File: src/hdl/afs_pkg.sv
// Purpose: Constants shared by the amplifier fault supervisor.
// Assumes: 125 MHz mclk_i, APB register access with 32-bit data.
// Notes: Register offsets are byte addresses.
package afs_pkg;

  // ----------------------------------------------------------------
  // Timing
  // ----------------------------------------------------------------
  localparam int unsigned CLK_KHZ = 125000;
  localparam int unsigned RETRY_MS = 100;
  localparam int unsigned RETRY_CYC = RETRY_MS * CLK_KHZ;
  localparam int unsigned SOFT_MUTE_US = 10;
  localparam int unsigned SOFT_MUTE_CYC = (SOFT_MUTE_US * CLK_KHZ + 999) / 1000;
  localparam int unsigned CNT_W = 24;

  // ----------------------------------------------------------------
  // Register map
  // ----------------------------------------------------------------
  localparam logic [7:0] ADDR_FAULT_STICKY = 8'h00;
  localparam logic [7:0] ADDR_INT_MASK = 8'h04;
  localparam logic [7:0] ADDR_PWR_CTRL_1 = 8'h08;
  localparam logic [7:0] ADDR_SECOND_POWER_CONTROL_REG = 8'h0c;
  localparam logic [7:0] ADDR_PROT_CFG = 8'h10;
  localparam logic [7:0] ADDR_STATUS = 8'h14;

  // Fault sticky and interrupt mask bit positions
  localparam int unsigned BIT_CLK_A = 5;
  localparam int unsigned BIT_OVERTEMP = 4;
  localparam int unsigned BIT_BROWNOUT = 3;
  localparam int unsigned BIT_CLK_B = 2;
  localparam int unsigned BIT_UNDERVOLT = 1;
  localparam logic [7:0] STICKY_USED = 8'h3e;

  // Protection config bit positions
  localparam int unsigned BIT_CLKA_DET_EN = 0;
  localparam int unsigned BIT_CLKB_DET_EN = 1;
  localparam int unsigned BIT_OT_RETRY_DIS = 2;

  // Reset values
  localparam logic [7:0] RST_INT_MASK = 8'h00;
  localparam logic [2:0] RST_PROT_CFG = 3'h3;

  // ----------------------------------------------------------------
  // Supervisor states
  // ----------------------------------------------------------------
  typedef enum logic [4:0] {
    ST_OFF = 5'b00001,
    ST_RUN = 5'b00010,
    ST_MUTE = 5'b00100,
    ST_RETRY = 5'b01000,
    ST_HOLD = 5'b10000
  } afs_state_type;

endpackage

File: src/hdl/afs_fault_if.sv
// Purpose: Carrier between the fault detector and the supervisor core.
// Assumes: All signals in the mclk_i domain.
// Notes: Levels are synchronised; events are one-cycle rising edges.
`timescale 1ns/1ps
interface afs_fault_if;
  logic uv_lvl;
  logic ot_lvl;
  logic bo_lvl;
  logic clka_lvl;
  logic clkb_lvl;
  logic uv_evt;
  logic bo_evt;
  logic clka_evt;
  logic clkb_evt;
  logic clka_en;
  logic clkb_en;

  modport det (
    output uv_lvl, ot_lvl, bo_lvl, clka_lvl, clkb_lvl,
    output uv_evt, bo_evt, clka_evt, clkb_evt,
    input clka_en, clkb_en
  );
  modport ctl (
    input uv_lvl, ot_lvl, bo_lvl, clka_lvl, clkb_lvl,
    input uv_evt, bo_evt, clka_evt, clkb_evt,
    output clka_en, clkb_en
  );
endinterface

File: src/hdl/afs_fault_detect.sv
// Purpose: Synchronise analog and clock monitor fault pins, make edges.
// Assumes: Monitor pins are asynchronous to mclk_i.
// Notes: Clock error detectors are gated by their enables.
`timescale 1ns/1ps
module afs_fault_detect
  import afs_pkg::*;
(
  input wire logic mclk_i,
  input wire logic rst_i,
  input wire logic ce_i,
  input wire logic vdd_low_i,
  input wire logic vbat_low_i,
  input wire logic overtemp_i,
  input wire logic brownout_i,
  input wire logic asi_clk_err_i,
  input wire logic int_clk_err_i,
  afs_fault_if.det flt
);

  logic [5:0] raw;
  logic [5:0] meta_r;
  logic [5:0] sync_r;
  logic [5:0] prev_r;
  logic [5:0] rise;

  assign raw = {int_clk_err_i, asi_clk_err_i, brownout_i, overtemp_i, vbat_low_i, vdd_low_i};

  // ----------------------------------------------------------------
  // Two-stage synchroniser and edge history
  // ----------------------------------------------------------------
  always_ff @(posedge mclk_i) begin
    if (rst_i) begin
      meta_r <= 6'h00;
      sync_r <= 6'h00;
      prev_r <= 6'h00;
    end else if (ce_i) begin
      meta_r <= raw;
      sync_r <= meta_r;
      prev_r <= sync_r;
    end
  end

  assign rise = sync_r & ~prev_r & {6{ce_i}};

  assign flt.uv_lvl = sync_r[0] | sync_r[1];
  assign flt.uv_evt = rise[0] | rise[1];
  assign flt.ot_lvl = sync_r[2];
  assign flt.bo_lvl = sync_r[3];
  assign flt.bo_evt = rise[3];
  assign flt.clka_lvl = sync_r[4] & flt.clka_en;
  assign flt.clka_evt = rise[4] & flt.clka_en;
  assign flt.clkb_lvl = sync_r[5] & flt.clkb_en;
  assign flt.clkb_evt = rise[5] & flt.clkb_en;

endmodule

File: src/hdl/afs_supervisor.sv
// Purpose: Fault supervisor for a boosted class-D amplifier, APB slave.
// Assumes: Fault pins come from analog comparators and clock monitors.
// Notes: Sticky flags clear on read; one wait state on every access.
//
// The register offsets and the APB register port were left to the implementer.
`timescale 1ns/1ps

// Contract
// - Under-voltage fault when core supply below 1.5 V or battery below 2.4 V.
// - Under-voltage disables audio and powers down class-D stage.
// - Under-voltage sets sticky flag, cleared by read or reset.
// - Over-temperature watched while class-D powered; trips audio and class-D off.
// - Auto-retry re-powers class-D every 100 ms, shuts again if still hot.
// - Retry-disable bit: 0 retries (default), 1 no retry.
// - Over-temperature sets sticky flag, cleared by read or reset.
// - Enabled serial port clock error soft-mutes, then stops class-D and core.
// - Internal clock error soft-mutes, then powers down class-D.
// - Brownout soft-mutes, powers down core, dividers, analog; sets power error.
// - Brownout sets sticky bit 3, cleared by read or reset.
// - Power error bit 0 of second power control: 1 means powered down.
// - Under-voltage, over-temperature and brownout usable as interrupt sources.
// - Brownout flag cleared by read like other flags.
// - Enabled sticky flags ORed onto interrupt output.
module afs_supervisor
  import afs_pkg::*;
#(
  parameter int unsigned RETRY_CYCLES = RETRY_CYC
)(
  input wire logic mclk_i,
  input wire logic rst_i,
  input wire logic ce_i,
  input wire logic psel_i,
  input wire logic penable_i,
  input wire logic pwrite_i,
  input wire logic [7:0] paddr_i,
  input wire logic [31:0] pwdata_i,
  output logic [31:0] prdata_o,
  output logic pready_o,
  output logic pslverr_o,
  input wire logic vdd_low_i,
  input wire logic vbat_low_i,
  input wire logic overtemp_i,
  input wire logic brownout_i,
  input wire logic asi_clk_err_i,
  input wire logic int_clk_err_i,
  output logic classd_en_o,
  output logic audio_mute_o,
  output logic core_en_o,
  output logic analog_en_o,
  output logic irq_o
);

  afs_fault_if flt ();

  afs_state_type state_r;
  afs_state_type state_nxt;
  logic [CNT_W-1:0] cnt_r;
  logic [7:0] sticky_r;
  logic [7:0] mask_r;
  logic device_power_field_r;
  logic power_error_field_r;
  logic [2:0] prot_r;
  logic [31:0] rdata_r;
  logic wait_r;
  logic cause_bo_r;
  logic cause_clka_r;
  logic classd_r;
  logic mute_r;
  logic core_r;
  logic analog_r;
  logic irq_r;

  logic access;
  logic wr_en;
  logic rd_en;
  logic mapped;
  logic [7:0] rd_clear;
  logic [7:0] set_bits;
  logic ot_trip;
  logic hard_trip;
  logic soft_trip;
  logic device_power_field_clr;
  logic power_error_field_set;
  logic cnt_zero;

  function automatic logic addr_hit(input logic [7:0] a);
    addr_hit = (a == ADDR_FAULT_STICKY) || (a == ADDR_INT_MASK) ||
               (a == ADDR_PWR_CTRL_1) || (a == ADDR_SECOND_POWER_CONTROL_REG) ||
               (a == ADDR_PROT_CFG) || (a == ADDR_STATUS);
  endfunction

  afs_fault_detect u_det (
    .mclk_i(mclk_i),
    .rst_i(rst_i),
    .ce_i(ce_i),
    .vdd_low_i(vdd_low_i),
    .vbat_low_i(vbat_low_i),
    .overtemp_i(overtemp_i),
    .brownout_i(brownout_i),
    .asi_clk_err_i(asi_clk_err_i),
    .int_clk_err_i(int_clk_err_i),
    .flt(flt.det)
  );

  assign flt.clka_en = prot_r[BIT_CLKA_DET_EN];
  assign flt.clkb_en = prot_r[BIT_CLKB_DET_EN];

  // ----------------------------------------------------------------
  // APB slave
  // ----------------------------------------------------------------
  // Completion stalls while the clock enable is low
  assign access = psel_i & penable_i & wait_r & ce_i;
  assign mapped = addr_hit(paddr_i);
  assign pready_o = access;
  assign pslverr_o = pready_o & ~mapped;
  assign prdata_o = rdata_r;
  assign wr_en = ce_i & access & pwrite_i & mapped;
  assign rd_en = ce_i & access & ~pwrite_i & mapped;

  // Wait state marks the first access cycle as done
  always_ff @(posedge mclk_i) begin
    if (rst_i) begin
      wait_r <= 1'b0;
    end else if (ce_i) begin
      wait_r <= psel_i & penable_i & ~wait_r;
    end
  end

  // Read data captured before the completing edge
  always_ff @(posedge mclk_i) begin
    if (rst_i) begin
      rdata_r <= 32'h0000_0000;
    end else if (ce_i && psel_i && !pwrite_i && !wait_r) begin
      case (paddr_i)
        ADDR_FAULT_STICKY: rdata_r <= {24'h00_0000, sticky_r};
        ADDR_INT_MASK: rdata_r <= {24'h00_0000, mask_r};
        ADDR_PWR_CTRL_1: rdata_r <= {31'h0000_0000, device_power_field_r};
        ADDR_SECOND_POWER_CONTROL_REG: rdata_r <= {31'h0000_0000, power_error_field_r};
        ADDR_PROT_CFG: rdata_r <= {29'h0000_0000, prot_r};
        ADDR_STATUS: rdata_r <= {23'h00_0000, state_r, analog_r, core_r, mute_r, classd_r};
        default: rdata_r <= 32'h0000_0000;
      endcase
    end
  end

  // ----------------------------------------------------------------
  // Sticky fault flags
  // ----------------------------------------------------------------
  // over-temperature only while class-D powered
  assign ot_trip = flt.ot_lvl & classd_r;
  assign set_bits = ({7'h00, flt.uv_evt} << BIT_UNDERVOLT) |
                    ({7'h00, ot_trip} << BIT_OVERTEMP) |
                    ({7'h00, flt.bo_evt} << BIT_BROWNOUT) |
                    ({7'h00, flt.clka_evt} << BIT_CLK_A) |
                    ({7'h00, flt.clkb_evt} << BIT_CLK_B);
  // Clear only what the host actually saw
  assign rd_clear = (rd_en && paddr_i == ADDR_FAULT_STICKY) ? rdata_r[7:0] : 8'h00;

  always_ff @(posedge mclk_i) begin
    if (rst_i) begin
      sticky_r <= 8'h00;
    end else if (ce_i) begin
      sticky_r <= ((sticky_r & ~rd_clear) | set_bits) & STICKY_USED;
    end
  end

  // ----------------------------------------------------------------
  // Control registers
  // ----------------------------------------------------------------
  always_ff @(posedge mclk_i) begin
    if (rst_i) begin
      mask_r <= RST_INT_MASK;
      prot_r <= RST_PROT_CFG;
    end else if (wr_en) begin
      if (paddr_i == ADDR_INT_MASK) begin
        mask_r <= pwdata_i[7:0] & STICKY_USED;
      end
      if (paddr_i == ADDR_PROT_CFG) begin
        prot_r <= pwdata_i[2:0];
      end
    end
  end

  // host sets device power; UV or hard OT clears it
  always_ff @(posedge mclk_i) begin
    if (rst_i) begin
      device_power_field_r <= 1'b0;
    end else if (ce_i) begin
      if (device_power_field_clr) begin
        device_power_field_r <= 1'b0;
      end else if (wr_en && paddr_i == ADDR_PWR_CTRL_1) begin
        device_power_field_r <= pwdata_i[0];
      end
    end
  end

  // set by brownout or clock shutdown, cleared by write of 0
  always_ff @(posedge mclk_i) begin
    if (rst_i) begin
      power_error_field_r <= 1'b0;
    end else if (ce_i) begin
      if (power_error_field_set) begin
        power_error_field_r <= 1'b1;
      end else if (wr_en && paddr_i == ADDR_SECOND_POWER_CONTROL_REG && !pwdata_i[0]) begin
        power_error_field_r <= 1'b0;
      end
    end
  end

  always_ff @(posedge mclk_i) begin
    if (rst_i) begin
      irq_r <= 1'b0;
    end else if (ce_i) begin
      irq_r <= |(sticky_r & mask_r);
    end
  end

  // ----------------------------------------------------------------
  // Supervisor state machine
  // ----------------------------------------------------------------
  // under-voltage is immediate shutdown
  assign hard_trip = flt.uv_lvl | (ot_trip & prot_r[BIT_OT_RETRY_DIS]);
  assign soft_trip = flt.bo_lvl | flt.clka_lvl | flt.clkb_lvl;
  assign cnt_zero = (cnt_r == '0);

  always_comb begin
    state_nxt = state_r;
    device_power_field_clr = 1'b0;
    power_error_field_set = 1'b0;
    case (state_r)
      ST_OFF: begin
        // held down while power error is set
        if (device_power_field_r && !power_error_field_r && !flt.uv_lvl) begin
          state_nxt = ST_RUN;
        end
      end
      ST_RUN: begin
        if (hard_trip) begin
          state_nxt = ST_OFF;
          device_power_field_clr = 1'b1;
        end else if (ot_trip) begin
          state_nxt = ST_RETRY;
        end else if (soft_trip) begin
          state_nxt = ST_MUTE;
        end else if (!device_power_field_r) begin
          state_nxt = ST_OFF;
        end
      end
      ST_MUTE: begin
        if (hard_trip) begin
          state_nxt = ST_OFF;
          device_power_field_clr = 1'b1;
        end else if (ot_trip) begin
          state_nxt = ST_RETRY;
        end else if (cnt_zero) begin
          state_nxt = ST_HOLD;
          power_error_field_set = 1'b1;
        end
      end
      ST_RETRY: begin
        if (flt.uv_lvl || prot_r[BIT_OT_RETRY_DIS] || !device_power_field_r) begin
          state_nxt = ST_OFF;
          device_power_field_clr = flt.uv_lvl | prot_r[BIT_OT_RETRY_DIS];
        end else if (cnt_zero) begin
          state_nxt = ST_RUN;
        end
      end
      ST_HOLD: begin
        // leave once host clears power error
        if (!power_error_field_r) begin
          state_nxt = ST_OFF;
        end
      end
      default: begin
        state_nxt = ST_OFF;
      end
    endcase
  end

  always_ff @(posedge mclk_i) begin
    if (rst_i) begin
      state_r <= ST_OFF;
    end else if (ce_i) begin
      state_r <= state_nxt;
    end
  end

  // Soft-mute and retry timer
  always_ff @(posedge mclk_i) begin
    if (rst_i) begin
      cnt_r <= '0;
    end else if (ce_i) begin
      if (state_r == ST_RUN && state_nxt == ST_MUTE) begin
        cnt_r <= CNT_W'(SOFT_MUTE_CYC - 1);
      end else if (state_r != ST_RETRY && state_nxt == ST_RETRY) begin
        cnt_r <= CNT_W'(RETRY_CYCLES - 1);
      end else if (!cnt_zero) begin
        cnt_r <= cnt_r - CNT_W'(1);
      end
    end
  end

  // Cause of a soft shutdown
  always_ff @(posedge mclk_i) begin
    if (rst_i) begin
      cause_bo_r <= 1'b0;
      cause_clka_r <= 1'b0;
    end else if (ce_i && state_r == ST_RUN && state_nxt == ST_MUTE) begin
      cause_bo_r <= flt.bo_lvl;
      cause_clka_r <= flt.clka_lvl;
    end
  end

  // ----------------------------------------------------------------
  // Power and mute outputs
  // ----------------------------------------------------------------
  always_ff @(posedge mclk_i) begin
    if (rst_i) begin
      classd_r <= 1'b0;
      mute_r <= 1'b1;
    end else if (ce_i) begin
      // class-D kept on through the soft mute
      classd_r <= (state_nxt == ST_RUN) || (state_nxt == ST_MUTE);
      mute_r <= (state_nxt != ST_RUN);
    end
  end

  always_ff @(posedge mclk_i) begin
    if (rst_i) begin
      core_r <= 1'b0;
      analog_r <= 1'b0;
    end else if (ce_i) begin
      if (state_nxt == ST_RUN) begin
        core_r <= 1'b1;
        analog_r <= 1'b1;
      end else if (state_r == ST_MUTE && state_nxt == ST_HOLD) begin
        // core off on serial clock fault or brownout
        core_r <= core_r & ~(cause_bo_r | cause_clka_r);
        analog_r <= analog_r & ~cause_bo_r;
      end else if (state_nxt == ST_OFF && !device_power_field_r) begin
        core_r <= 1'b0;
        analog_r <= 1'b0;
      end
    end
  end

  assign classd_en_o = classd_r;
  assign audio_mute_o = mute_r;
  assign core_en_o = core_r;
  assign analog_en_o = analog_r;
  assign irq_o = irq_r;

endmodule

File: config.mk
export PLATFORM = sky130hd
export DESIGN_NAME = afs_supervisor
export DESIGN_NICKNAME = d
export VERILOG_FILES = /design/src/hdl/afs_pkg.sv /design/src/hdl/afs_fault_if.sv /design/src/hdl/afs_fault_detect.sv /design/src/hdl/afs_supervisor.sv
export SDC_FILE = /design/constraint.sdc
export NUM_CORES = 1
export LEC_CHECK = 0
export BUFFER_PORTS_ARGS = -buffer_cell sky130_fd_sc_hd__buf_2
export CAP_MARGIN = 20
export CORE_ASPECT_RATIO = 0.9
export CORE_MARGIN = 3
export CORE_UTILIZATION = 35
export CTS_BUF_LIST = sky130_fd_sc_hd__clkbuf_4 sky130_fd_sc_hd__clkbuf_8
export DETAILED_ROUTE_END_ITERATION = 8
export GPL_TIMING_DRIVEN = 0
export PLACE_DENSITY_LB_ADDON = 0.1
export SYNTH_ARGS = -nofsm -noshare
export SYNTH_HDL_FRONTEND = slang
export SYNTH_SLANG_ARGS = --single-unit
File: constraint.sdc
create_clock -name mclk_i -period 3.5 [get_ports mclk_i]
set_input_delay 0.35 -clock mclk_i [delete_from_list [all_inputs] [get_ports mclk_i]]
set_output_delay 0.35 -clock mclk_i [all_outputs]
set_load 0.01 [all_outputs]
==> flow_summary.toml <==
[status]
status = "finished, final reports clean"

[clock_network]
cts_buffer_depth = 2
cts.clk_slew.worst_paths_ps = 80
hold_buffers = 0
postCtsSetupRepairBufs = 0
cts_tree = "done"
clk_latency_ps = 370
clock-root-buffer = "clkbuf_8"
cts_buffers = 9
h-tree-depth = 3
post_cts_resized = 0
clock_sinks = 78

[final_layout]
diodes = 0
final_area_sq_mm = 0.00476
nNetsFinal = 637
final_layout_size_suffix_gt1_share_pct = 17.3
stdcell_count = 740
area_growth_pct = 15.4

[power]
leakage_nw = 1.89
finalPower_mw = 3.34
peakVddDrop_mv = 0.266
power_density_mw_per_mm2 = 702

[critical_path]
worstSetupStartpointType = "flop"
critPathSlowestCell = "nor3b_1"
critPathMaxFanout = 10
critPathKind = "reg -> reg"
crit_path_end = "cnt_r[18]"
path_cells = "inv_1 -> ha_1 -> nor3b_1 -> nand4_1 -> buf_2 -> o31a_1 -> nand2_1 -> buf_2 -> o21ai_0 -> a22oi_1 -> nor2_1"
cp.required_ps = 3740
rr_worst_depth = 11
r2r_slack_ps = 470
worstPathArrival_ps = 3270
critPathLaunch = "cnt_r[0]"
end_kind = "flop"
cpPeakStageDelay_ps = 550
r2r-start = "cnt_r[0]"
cp_common_cell = "buf_2"
rr_endpoint = "cnt_r[18]"

[placed_design]
placement.cell_area_sq_mm = 0.00459
io_buffer_count = 39
place_congestion = 0.883
place_inst = 725
hpwl_microns = 8690
place_ws_ps = 519

[route]
ant_nets = 0
num_vias = 4006
drtPass1Iterations = 5
drc = 0
wire_per_inst_microns = 16.0
viasPerCell = 5.41
drt-total-wl_microns = 11900
drt_iter0_drc = 337

[global_route]
grt_pass1_vias = 3594
grt_pass1_wl_microns = 18900
grt_use_total_pct = 18.5
antenna_found_initial = 0
gr-total-overflow = 0
grt_max_degree = 14

[timing]
hold_viol = 0
min_period_over_period_pct = 86.6
rsz0062_at_grt = "no"
tightest_slew_ps = 836
max_freq_ghz = 0.330
finalSetupTns_ps = 0
finClkSkew_ps = 8.32
final-max-slew-violation-count = 0
setup_viol = 0
relSlewSlack_pct = 43.8
fin_crit_ps = 3030
setup_slack_ps = 467

[floorplan]
start_util_pct = 36.9
core_sq_mm = 0.0112
dieArea_sq_mm = 0.0131
rows = 36
die_w_microns = 120
die_h_microns = 109
top_level_ports = 91

[logic_synthesis]
ys_ff_latch = 78
ys.flop_type = "dfxtp_1"
ys_top_cells_by_area = "dfxtp_1 (38%), nor2_1 (6.8%), mux2i_1 (6.1%)"
synthCells = 512
yosysWarningCount = 0
yosysTopAreaCell = "dfxtp_1"
synth_top_area_share_pct = 37.9
yosysSeqAreaShare_pct = 37.9
async_reset_ff_share_pct = 0
avgSynthCellArea_sq_um = 8.05
netlist_area_sq_mm = 0.00412
synth_edf_count = 0
ys_types = 60

[hold_path]
whs_path_depth = 3
hold_class = "in -> reg"

[flow_run]
drv_cap = 0
==> cells in the final DEF (no fill, tap or decap), types with 5 or more instances in the layout <==
cell       n
conb_1    23
or4_1      5
dfxtp_1   78
nand3b_1   5
nand4_1    9
nor2b_1    7
nand2_1   34
a21oi_1   37
nor4_1    13
buf_2     48
nor2_1    75
a22o_1     6
and3_1     5
clkbuf_8   9
buf_4     23
mux2i_1   25
clkbuf_1  14
inv_1     14
o21ai_0   38
a22oi_1   18
nor3_1    19
nand3_1   14
==> stage by stage <==
step,utilization [%],hold WS [ps]
floorplan,-,436
global placement,41.1,445
detailed placement,41.1,445
CTS,42.6,193
global route,42.6,211
finish,42.6,214
==> cell type report <==
cell class	count	area, sq um
Buffer	49	282
Clock buffer	10	131
Clock inverter	5	36.3
Fill cell	1189	6410
Inverter	14	52.6
Multi-Input combinational cell	393	2310
Sequential cell	78	1560
Tap cell	152	190
Timing Repair Buffer	39	195
==> cells by family after synthesis <==
family	after synthesis	share of synthesized area (%)
muxes	27	6.61
DFF	78	37.9
and+or+nand+nor	211	26.8
adders and majority gates	1	0.303
buffers and inverters	63	8.10
other	1	0.0909
AOI/OAI and AO/OA	130	20.0
xor gates and xnor gates	1	0.212
==> registers in the layout, summed over array words and instances, names as in the netlist, 3 cells and up <==
register / count
cnt_r: 24
mask_r: 5
prdata_o: 9
prot_r: 3
state_r: 5
sticky_r: 5
u_det.meta_r: 6
u_det.prev_r: 5
u_det.sync_r: 6
==> synth_stat cells, types with 13 or more instances <==
cell / n
dfxtp_1: 78
mux2i_1: 25
buf_4: 23
nor2_1: 75
a22oi_1: 18
nor4_1: 13
nand2_1: 34
inv_1: 14
a21oi_1: 37
clkbuf_1: 14
o21ai_0: 38
nor3_1: 19
nand3_1: 14
==> layer usage <==
layer	GRT usage [%]	part of all wire [%]
met1	26.4	49
met2	27.6	43
met3	4.82	7.0
met4	5.02	1.3
met5	0	0
==> critical path: cells and delay by family (launching register included) <==
family | cells | cell delay, ps
fa+ha+maj | 1 | 170
flops | 1 | 370
compound gates | 3 | 660
buf+inv | 3 | 600
simple gates | 4 | 1110
==> where the power goes <==
part | switching [mW] | internal, mW
Clock | 0.353 | 0.262
Combinational | 0.970 | 0.572
Sequential | 0.157 | 1.03
==> worst min path at each step <==
| stage | from | end | slack [ps] |
|---|---|---|---|
| floorplan | cause_clka_r | cause_clka_r | 440 |
| global placement | cause_clka_r | cause_clka_r | 440 |
| detailed placement | prdata_o[8] | prdata_o[8] | 450 |
| CTS | pwdata_i[4] | mask_r[4] | 190 |
| global route | overtemp_i | u_det.meta_r[2] | 210 |
| finish | brownout_i | u_det.meta_r[3] | 210 |
No activity file was read; power rests on OpenSTA's default activity.
